`config.mk`:
```
export PLATFORM = sky130hd
export DESIGN_NAME = cpw_unit
export DESIGN_NICKNAME = d
export VERILOG_FILES = /design/src/hw/cpw_pkg.sv /design/src/hw/cpw_unit.sv
export SDC_FILE = /design/constraint.sdc
export NUM_CORES = 1
export LEC_CHECK = 0
export ABC_CLOCK_PERIOD_IN_PS = 2500
export BUFFER_PORTS_ARGS = -buffer_cell sky130_fd_sc_hd__buf_2
export CORE_ASPECT_RATIO = 0.9
export CORE_UTILIZATION = 40
export CTS_CLUSTER_SIZE = 28
export DETAILED_ROUTE_END_ITERATION = 10
export PLACE_DENSITY = 0.63
export SLEW_MARGIN = 20
export SYNTH_ARGS = -nofsm -noshare
export SYNTH_HDL_FRONTEND = slang
export SYNTH_SLANG_ARGS = --single-unit
```
`constraint.sdc`:
```
create_clock -name clock_i -period 2.5 [get_ports clock_i]
set_clock_uncertainty 0.05 [all_clocks]
set_input_delay 0.25 -clock clock_i [delete_from_list [all_inputs] [get_ports clock_i]]
set_output_delay 0.25 -clock clock_i [all_outputs]
set_load 0.02 [all_outputs]
```
`src/hw/cpw_pkg.sv`:
```
/*
 Package for the capture, compare and PWM unit: register map, mode
 codes, field positions, reset values and the register bus carrier.
 Assumes an 8-bit register port and timers that live outside the unit.
*/
package cpw_pkg;

  localparam int unsigned DATA_W = 8;
  localparam int unsigned ADDR_W = 2;
  localparam int unsigned WORD_W = 16;

  // Register indices on the plain port
  localparam logic [1:0] ADDR_CTRL = 2'h0;
  localparam logic [1:0] ADDR_LOW  = 2'h1;
  localparam logic [1:0] ADDR_HIGH = 2'h2;
  localparam logic [1:0] ADDR_STAT = 2'h3;

  // Control register field positions
  localparam int unsigned CTRL_MODE_LSB = 0;
  localparam int unsigned CTRL_DUTY_LSB = 4;
  // Status register bit positions
  localparam int unsigned STAT_FLAG_BIT = 0;
  localparam int unsigned STAT_PIN_BIT  = 1;

  localparam logic [3:0] MODE_OFF      = 4'h0;
  localparam logic [3:0] MODE_CAP_FALL = 4'h4;
  localparam logic [3:0] MODE_CAP_RISE = 4'h5;
  localparam logic [3:0] MODE_CAP_4TH  = 4'h6;
  localparam logic [3:0] MODE_CAP_16TH = 4'h7;
  localparam logic [3:0] MODE_CMP_SET  = 4'h8;
  localparam logic [3:0] MODE_CMP_CLR  = 4'h9;
  localparam logic [3:0] MODE_CMP_SWI  = 4'hA;
  localparam logic [3:0] MODE_CMP_SEV  = 4'hB;
  localparam logic [1:0] MODE_PWM_TOP  = 2'h3;
  localparam logic [1:0] MODE_CAP_TOP  = 2'h1;

  localparam logic [3:0] PRE_LAST_4TH  = 4'h3;
  localparam logic [3:0] PRE_LAST_16TH = 4'hF;
  localparam logic [7:0] RST_BYTE      = 8'h00;

  typedef struct packed {
    logic              wr;
    logic              rd;
    logic [ADDR_W-1:0] addr;
    logic [DATA_W-1:0] wdata;
  } cpw_bus_req_t;

endpackage : cpw_pkg

```
`src/hw/cpw_unit.sv`:
```
/*
 Capture, compare and PWM unit: all logic of one unit.
 Assumes timer1 and timer2 counters, the port latch and direction bit
 and the converter enable arrive from outside, synchronous to clock_i.
*/
// Behaviour
// Capture copies full timer1 count on event
// Falling, rising, 4th, 16th rising capture events
// Capture sets flag; only software clears it
// Later capture overwrites earlier, no overrun
// Output port latch write can trigger capture
// Timer1 must run synchronous for capture/compare
// Software masks interrupt while changing capture mode
// Prescaler cleared when off, non-capture, reset
// Prescaler switch keeps count; software writes zero
// Compare match drives pin per mode, sets flag
// Zero control write forces output latch low
// Software interrupt mode sets flag, pin unchanged
// Special event resets timer1 pair
// Second unit special event also starts conversion
// Special event reset never sets overflow flag
// PWM period from timer2 period, prescale
// Period roll clears timer2, sets pin, loads duty
// Timer2 postscaler takes no part in PWM
// Duty is low byte plus control bits 5:4
// Duty loads at period end; high byte read-only
// Duty double buffered, cleared on extended match
// Duty beyond period keeps pin constantly high
// Software follows PWM set-up order
// Software sets pin direction per mode
// One compare event per equality occurrence
`timescale 1ns/1ps

module cpw_unit #(
  parameter bit SECOND_UNIT = 1'b0
) (
  input  wire logic                  clock_i,
  input  wire logic                  rst_b_i,
  input  wire cpw_pkg::cpw_bus_req_t bus_req_i,
  output logic [cpw_pkg::DATA_W-1:0] rdata_o,
  input  wire logic [cpw_pkg::WORD_W-1:0] timer1_count_i,
  input  wire logic [7:0]            timer2_count_i,
  input  wire logic [7:0]            timer2_period_register_i,
  input  wire logic                  timer2_inc_i,
  input  wire logic [1:0]            timer2_phase_i,
  input  wire logic                  port_latch_i,
  input  wire logic                  port_direction_i,
  input  wire logic                  unit_pin_i,
  input  wire logic                  adc_enable_i,
  output logic                       unit_pin_o,
  output logic                       unit_pin_oe_o,
  output logic                       unit_interrupt_flag_o,
  output logic                       timer1_reset_o,
  output logic                       adc_start_o,
  output logic                       timer2_clear_o
);
  import cpw_pkg::*;

  typedef struct packed {
    logic [3:0]        mode;
    logic [1:0]        duty_lsb;
    logic [7:0]        low;
    logic [7:0]        high;
    logic [1:0]        lat2;
    logic              flag;
    logic              out_latch;
    logic [3:0]        pre_cnt;
    logic              pin_prev;
    logic              match_prev;
    logic [DATA_W-1:0] rdata;
    logic              pin_out;
    logic              pin_oe;
    logic              t1_reset;
    logic              adc_start;
    logic              t2_clear;
  } cpw_state_t;

  cpw_state_t st;
  cpw_state_t next_st;

  logic is_cap;
  logic is_cmp;
  logic is_pwm;
  logic pin_level;
  logic rise;
  logic fall;
  logic cap_event;
  logic match_hit;
  logic roll;
  logic duty_hit;
  logic ctrl_wr;
  logic stat_clr;

  always_comb begin
    is_cap    = (st.mode[3:2] == MODE_CAP_TOP);
    is_pwm    = (st.mode[3:2] == MODE_PWM_TOP);
    is_cmp    = st.mode[3] && !is_pwm;
    // Pin driven as output shows the port latch to the capture logic
    pin_level = port_direction_i ? unit_pin_i : port_latch_i;
    rise      = pin_level && !st.pin_prev;
    fall      = !pin_level && st.pin_prev;
    cap_event = 1'b0;
    if (is_cap) begin
      case (st.mode)
        MODE_CAP_FALL: cap_event = fall;
        MODE_CAP_RISE: cap_event = rise;
        MODE_CAP_4TH:  cap_event = rise && (st.pre_cnt[1:0] ==
                                            PRE_LAST_4TH[1:0]);
        MODE_CAP_16TH: cap_event = rise && (st.pre_cnt == PRE_LAST_16TH);
        default:       cap_event = 1'b0;
      endcase
    end
    // Edge of equality only, so a stalled timer1 gives one event
    match_hit = is_cmp && (timer1_count_i == {st.high, st.low})
                && !st.match_prev;
    // Postscaler is not an input at all; only the raw increment counts
    roll      = is_pwm && timer2_inc_i
                && (timer2_count_i == timer2_period_register_i);
    // Duty beyond the period never meets the count, pin stays high
    duty_hit  = is_pwm && ({st.high, st.lat2} ==
                           {timer2_count_i, timer2_phase_i});
    ctrl_wr   = bus_req_i.wr && (bus_req_i.addr == ADDR_CTRL);
    stat_clr  = bus_req_i.wr && (bus_req_i.addr == ADDR_STAT)
                && !bus_req_i.wdata[STAT_FLAG_BIT];
  end

  always_comb begin
    next_st            = st;
    next_st.pin_prev   = pin_level;
    next_st.match_prev = is_cmp && (timer1_count_i == {st.high, st.low});
    next_st.t1_reset   = 1'b0;
    next_st.adc_start  = 1'b0;
    next_st.t2_clear   = 1'b0;
    next_st.rdata      = RST_BYTE;

    // Register writes
    if (ctrl_wr) begin
      next_st.mode     = bus_req_i.wdata[CTRL_MODE_LSB +: 4];
      next_st.duty_lsb = bus_req_i.wdata[CTRL_DUTY_LSB +: 2];
    end
    if (bus_req_i.wr && bus_req_i.addr == ADDR_LOW) begin
      next_st.low = bus_req_i.wdata;
    end
    // In PWM mode the high byte is loaded by hardware only
    if (bus_req_i.wr && bus_req_i.addr == ADDR_HIGH && !is_pwm) begin
      next_st.high = bus_req_i.wdata;
    end
    if (stat_clr) begin
      next_st.flag = 1'b0;
    end

    // Prescaler counts rising edges; mode switch inside capture keeps it
    if (!is_cap || ctrl_wr && bus_req_i.wdata[3:2] != MODE_CAP_TOP) begin
      next_st.pre_cnt = '0;
    end else if (rise) begin
      next_st.pre_cnt = st.pre_cnt + 4'h1;
    end

    if (cap_event) begin
      // No overrun flag: last capture simply wins
      {next_st.high, next_st.low} = timer1_count_i;
      next_st.flag = 1'b1;
    end

    if (match_hit) begin
      next_st.flag = 1'b1;
      case (st.mode)
        MODE_CMP_SET: next_st.out_latch = 1'b1;
        MODE_CMP_CLR: next_st.out_latch = 1'b0;
        MODE_CMP_SEV: begin
          // A clear, not an overflow: timer1 flag stays untouched
          next_st.t1_reset  = 1'b1;
          next_st.adc_start = SECOND_UNIT && adc_enable_i;
        end
        default: next_st.out_latch = st.out_latch;
      endcase
    end

    // PWM: period (period register + 1) x 4 phases x prescale
    if (roll) begin
      next_st.t2_clear  = 1'b1;
      next_st.high      = st.low;
      next_st.lat2      = st.duty_lsb;
      next_st.out_latch = ({st.low, st.duty_lsb} != '0);
    end else if (duty_hit) begin
      next_st.out_latch = 1'b0;
    end

    // Zero write last, so it beats a match or roll in the same cycle
    if (ctrl_wr && bus_req_i.wdata == RST_BYTE) begin
      next_st.out_latch = 1'b0;
    end

    // Unit latch owns the pin only in compare and PWM modes
    next_st.pin_out = (is_cmp || is_pwm) ? next_st.out_latch
                                         : port_latch_i;
    next_st.pin_oe  = !port_direction_i;

    if (bus_req_i.rd) begin
      case (bus_req_i.addr)
        ADDR_CTRL: next_st.rdata = {2'b00, st.duty_lsb, st.mode};
        ADDR_LOW:  next_st.rdata = st.low;
        ADDR_HIGH: next_st.rdata = st.high;
        ADDR_STAT: next_st.rdata = {6'h00, st.out_latch, st.flag};
        default:   next_st.rdata = RST_BYTE;
      endcase
    end
  end

  always_ff @(posedge clock_i) begin
    if (!rst_b_i) begin
      st <= '0;
    end else begin
      st <= next_st;
    end
  end

  assign rdata_o               = st.rdata;
  assign unit_pin_o            = st.pin_out;
  assign unit_pin_oe_o         = st.pin_oe;
  assign unit_interrupt_flag_o = st.flag;
  assign timer1_reset_o        = st.t1_reset;
  assign adc_start_o           = st.adc_start;
  assign timer2_clear_o        = st.t2_clear;

  property p_cap_copy;
    @(posedge clock_i) disable iff (!rst_b_i)
    cap_event |=> {st.high, st.low} == $past(timer1_count_i);
  endproperty
  a_cap_copy: assert property (p_cap_copy)
    else $error("capture did not copy timer1");

  property p_cap_flag;
    @(posedge clock_i) disable iff (!rst_b_i)
    cap_event |=> unit_interrupt_flag_o;
  endproperty
  a_cap_flag: assert property (p_cap_flag)
    else $error("capture did not set flag");

  property p_flag_sticky;
    @(posedge clock_i) disable iff (!rst_b_i)
    st.flag && !stat_clr |=> st.flag;
  endproperty
  a_flag_sticky: assert property (p_flag_sticky)
    else $error("flag cleared without software");

  property p_pre_clear;
    @(posedge clock_i) disable iff (!rst_b_i)
    !is_cap && !ctrl_wr |=> st.pre_cnt == '0;
  endproperty
  a_pre_clear: assert property (p_pre_clear)
    else $error("prescaler not cleared outside capture");

  property p_cmp_set;
    @(posedge clock_i) disable iff (!rst_b_i)
    match_hit && st.mode == MODE_CMP_SET && !ctrl_wr
      |=> st.out_latch ##1 unit_pin_o || port_direction_i;
  endproperty
  a_cmp_set: assert property (p_cmp_set)
    else $error("compare set mode did not drive high");

  property p_swi_pin;
    @(posedge clock_i) disable iff (!rst_b_i)
    match_hit && st.mode == MODE_CMP_SWI && !ctrl_wr
      |=> $stable(st.out_latch) && st.flag;
  endproperty
  a_swi_pin: assert property (p_swi_pin)
    else $error("software interrupt mode touched pin");

  property p_sev_reset;
    @(posedge clock_i) disable iff (!rst_b_i)
    match_hit && st.mode == MODE_CMP_SEV
      |=> timer1_reset_o ##1 !timer1_reset_o;
  endproperty
  a_sev_reset: assert property (p_sev_reset)
    else $error("special event did not reset timer1 once");

  property p_zero_ctrl;
    @(posedge clock_i) disable iff (!rst_b_i)
    ctrl_wr && bus_req_i.wdata == RST_BYTE |=> !st.out_latch;
  endproperty
  a_zero_ctrl: assert property (p_zero_ctrl)
    else $error("zero control write left latch high");

  property p_roll;
    @(posedge clock_i) disable iff (!rst_b_i)
    roll |=> timer2_clear_o && st.high == $past(st.low);
  endproperty
  a_roll: assert property (p_roll)
    else $error("period roll did not load duty");

  property p_high_ro;
    @(posedge clock_i) disable iff (!rst_b_i)
    is_pwm && !roll && !cap_event |=> st.high == $past(st.high);
  endproperty
  a_high_ro: assert property (p_high_ro)
    else $error("active duty changed outside period end");

  property p_one_match;
    @(posedge clock_i) disable iff (!rst_b_i)
    match_hit |=> !match_hit;
  endproperty
  a_one_match: assert property (p_one_match)
    else $error("compare match repeated");

  property p_match_flag;
    @(posedge clock_i) disable iff (!rst_b_i)
    match_hit |=> unit_interrupt_flag_o;
  endproperty
  a_match_flag: assert property (p_match_flag)
    else $error("compare match did not set flag");

  property p_cmp_clr;
    @(posedge clock_i) disable iff (!rst_b_i)
    match_hit && st.mode == MODE_CMP_CLR |=> !st.out_latch;
  endproperty
  a_cmp_clr: assert property (p_cmp_clr)
    else $error("compare clear mode did not drive low");

  property p_adc_gate;
    @(posedge clock_i) disable iff (!rst_b_i)
    match_hit && st.mode == MODE_CMP_SEV
      |=> adc_start_o == (SECOND_UNIT && $past(adc_enable_i));
  endproperty
  a_adc_gate: assert property (p_adc_gate)
    else $error("converter start does not follow unit and enable");

  property p_roll_pin;
    @(posedge clock_i) disable iff (!rst_b_i)
    roll && !ctrl_wr
      |=> st.out_latch == ($past({st.low, st.duty_lsb}) != '0);
  endproperty
  a_roll_pin: assert property (p_roll_pin)
    else $error("period roll set pin against duty");

  property p_duty_clr;
    @(posedge clock_i) disable iff (!rst_b_i)
    duty_hit && !roll |=> !st.out_latch;
  endproperty
  a_duty_clr: assert property (p_duty_clr)
    else $error("duty match did not clear pin");

  property p_pre_hold;
    @(posedge clock_i) disable iff (!rst_b_i)
    is_cap && ctrl_wr && bus_req_i.wdata[3:2] == MODE_CAP_TOP && !rise
      |=> st.pre_cnt == $past(st.pre_cnt);
  endproperty
  a_pre_hold: assert property (p_pre_hold)
    else $error("capture mode switch cleared prescaler");

endmodule : cpw_unit

```
==> run summary <==
The run finished with clean final reports. The worst setup path is of the flip-flop to flip-flop kind. The via count is about 2400. For hold timing, the worst endpoint is unit_pin_oe_o. The largest fanout of any net on the critical path is 4. The initial DRC count is 188. Setup repair after global routing left no endpoint under its margin. In this run the clock root is driven by a clkbuf_8.

The average wire per cell in the routed design is 16.1 um. The worst path uses 88.1% of the clock period. The startpoint identified for the worst register-to-register timing path is st[25].

The setup TNS came out at 0 ns. The post-synthesis cell count came out at approximately 300. The cell area after synthesis came out at 2500 um^2. Traced cell by cell, the critical path runs through xor2_1 -> nor4_1 -> nand2_1 -> nor4_1 -> mux2_2 -> nor3_1. The class of the tightest hold or removal check is primary input to flip-flop. Buffers inserted to repair hold after CTS numbered 0. Setup violations remaining at the end of the flow were counted as 0. After detailed routing, the number of remaining DRC violations is 0. The count of flip-flops with a built-in enable after synthesis is 0.

Summing the sequential cell areas from Yosys gives a little over a third of the chip area. The synthesized area per cell is 8.24 um^2. The number of fill cells in the layout is 601. In the final layout, the share of cells above drive strength 1 is 25.9%. The number of I/O pins came out at 67. The startpoint of the worst hold path is port_direction_i. Detailed placement finished with a half-perimeter wire length of about 5400 um. Global routing used between 20 and 25% of the available tracks. In this run the standard cell core region covers between 5000 and 6000 um^2. The count of nets left with antenna violations once routing finished came out at 0. The cell depth of the worst flop-to-flop path came out at 6.

The register clock-pin slew on the reported worst setup and hold paths came out at approximately 0.090 ns. The number of buffers and inverters on the critical path is 0. The number of resized instances in the post-cts repair step came out at 0.

TritonCTS built the clock tree. In the layout the commonest cells are buf_2, nand2_1, dfxtp_1, nor2_1, xor2_1. The vertical extent of the die came out at just under 80 um. The clock passes through at most 2 buffers. The first-pass GRT wire length is 11600 um. The count of buffers added by post-CTS timing repair for setup is 0. The number of clock buffers inserted by TritonCTS came out at 5. Counting flops and latches in the post-synthesis netlist gives 44. The number of distinct library cell variants in the gate-level netlist after synthesis is 41.

The number of max-cap violations is 0. IR analysis of the VDD net gives a maximum drop of roughly 0.27 mV. The clock latency on the worst-skew pair is 0.29 ns. The final routed wirelength across all metal layers came out at ~7000 um. The post-detailed-route via-to-cell ratio is between 5 and 6. The first-pass iteration count of the detailed router came out at 4. The number of global-route vias before repair came to 2379.

The worst register-to-register path ends at st[19]. The die area is 6560 um^2. The count of nets after finishing is 420. The H-tree was split into 2 levels. STA classifies the critical path startpoint as a flip-flop.

The power density over cell area came out at 485 nW/um^2. The most frequent standard cell in the layout excluding fill and tap cells is buf_2. The highest metal layer carrying signal wires in the routed design is met4.

The effective utilization at floorplan is 42.6%. The count of buffers from port buffering came out at 64. The power consumption came out at 1.44 mW. The chip width came out at 85.3 um.

The placed standard-cell area came out at 2880 um^2. The post-route cell area is between 2000 and 3000 um^2. The longest individual stage delay on the worst path is between 0.4 and 0.5 ns.

The met1 routed wirelength after detailed routing came out at 3290 um. Summed over all nets, wire length on met2 after detailed routing comes to 3120 um. Entering global routing, the biggest net connects 34 pins.

The number of synthesis warnings is 0. The row count came out at 26. The commonest register cell after synthesis is dfxtp_1. For this run, the top clock speed supported by timing is 454 MHz.

The initial antenna violation count is 0. Broken down by cell family, the worst path's largest delay share belongs to simple AND/OR/NAND/NOR gates. The endpoint arrival time on the critical path is 2.37 ns. The required time of the critical path came out at 2.67 ns. The cell depth of the worst hold path is 2.

The actual transition at the worst max-transition pin came out at 0.655 ns. The total count of hold-check failures in the final report came out at 0. The number of nets produced by synthesis is ~360.

The worst hold slack is 0.105 ns. On the critical path, the stage with the largest delay is an instance of dfxtp_1. The flop-to-flop setup slack is about 0.30 ns. The last weighted congestion value of the routability-driven placer is approximately 0.9.

The kind of end point of the critical path is a flip-flop. Compared with the post-synthesis result, the final layout area differs by 19.1%. The final critical-path required period is 2.20 ns. The async set or reset register ratio after synthesis came out at 0%.

The clock net in this run drives a total of 44 sinks. The wire length on met3 came out at 501 um. The fraction of the core area covered by cells at the end of the flow is 50.8%.

The analysis attributes to cell leakage a power of roughly 1.2 nW. The most repeated library cell on the critical path is nor4_1. The worst slew slack as a fraction of its limit is 56.3%. The total grt overflow is 0.

The diode insertion count for antenna repair came out at 0. The max-slew violation total from the final report came out at 0.
[cell type report]
class / count / area (um^2) / share of cell area (%)
Multi-Input combinational cell: 234 / 1470 / 49.5
Timing Repair Buffer: 79 / 433 / 14.6
Clock inverter: 1 / 7.51 / 0.253
Clock buffer: 7 / 86.3 / 2.90
Tap cell: 70 / 87.6 / 2.95
Inverter: 2 / 7.51 / 0.253
Sequential cell: 44 / 881 / 29.6
[kinds of logic (layout without fill, tap and decap cells)]
group | after synthesis | count (layout) | share of synthesized area, %
DFF | 44 | 44 | 35.3
AOI/OAI and AO/OA | 42 | 42 | 11.6
muxes | 15 | 15 | 7.22
buffers and inverters | 25 | 89 | 5.81
xor gates and xnor gates | 37 | 37 | 13.0
and+or+nand+nor | 138 | 138 | 26.4
other | 1 | 1 | 0.150
adders and majority gates | 1 | 1 | 0.501
[worst register-to-register path: stages, from the launching register on]
cell     delay, ns
dfxtp_1       0.46
xor2_1        0.12
nor4_1        0.30
nand2_1       0.15
nor4_1        0.46
mux2_2        0.40
nor3_1        0.19
[where the power goes]
part           total, mW  leakage [nW]  internal [mW]  switching (mW)
Clock              0.469        0.0445          0.225           0.244
Combinational      0.234         0.848          0.104           0.130
Sequential         0.738         0.357          0.718          0.0200
[metal layers]
| metal | global-route usage [%] | vias to the layer above |
|---|---|---|
| met2 | 36.6 | 94 |
| met5 | 0 | - |
| li1 | - | 1177 |
| met4 | 6.33 | 0 |
| met3 | 4.95 | 14 |
| met1 | 30.0 | 1069 |
[worst max path at each step]
stage,startpoint,end,slack [ns],cells after the start
after detailed placement,timer1_count_i[13],st[19],0.32,7
after global placement,timer1_count_i[13],st[19],0.35,7
after CTS,st[28],st[19],0.32,6
final,st[25],st[19],0.30,6
after global routing,st[25],st[19],0.18,6
after floorplan,st[28],st[19],0.62,6
[registers in the layout (all words and copies together) (netlist names)]
name                   cells
st                        31
rdata_o                    8
timer1_reset_o             1
timer2_clear_o             1
unit_interrupt_flag_o      1
unit_pin_o                 1
unit_pin_oe_o              1
[synth_stat cells (all sizes together), types with 2 or more instances]
library cell | instances | area, um^2
buf | 17 | 115
a22oi | 2 | 15.0
nor3b | 2 | 15.0
mux4 | 2 | 45.0
inv | 2 | 7.51
nor2 | 33 | 124
xnor2 | 8 | 70.1
a311oi | 8 | 70.1
or3 | 2 | 17.5
o21ai | 3 | 15.0
nand4 | 2 | 12.5
nand3 | 25 | 125
a21boi | 2 | 15.0
o211ai | 9 | 67.6
mux2i | 12 | 124
xor2 | 29 | 254
nor3 | 4 | 20.0
nor2b | 5 | 31.3
dfxtp | 44 | 881
and3 | 3 | 18.8
nor4 | 12 | 81.3
nand2 | 44 | 165
clkbuf | 6 | 22.5
a21oi | 16 | 80.1
[through the flow]
step / cells / setup slack, ns
global placement: 429 / 0.348
global route: 437 / 0.185
floorplan: 303 / 0.620
CTS: 437 / 0.320
finish: 437 / 0.299
detailed placement: 429 / 0.324
Note: power is estimated with default switching activity, not from simulation.
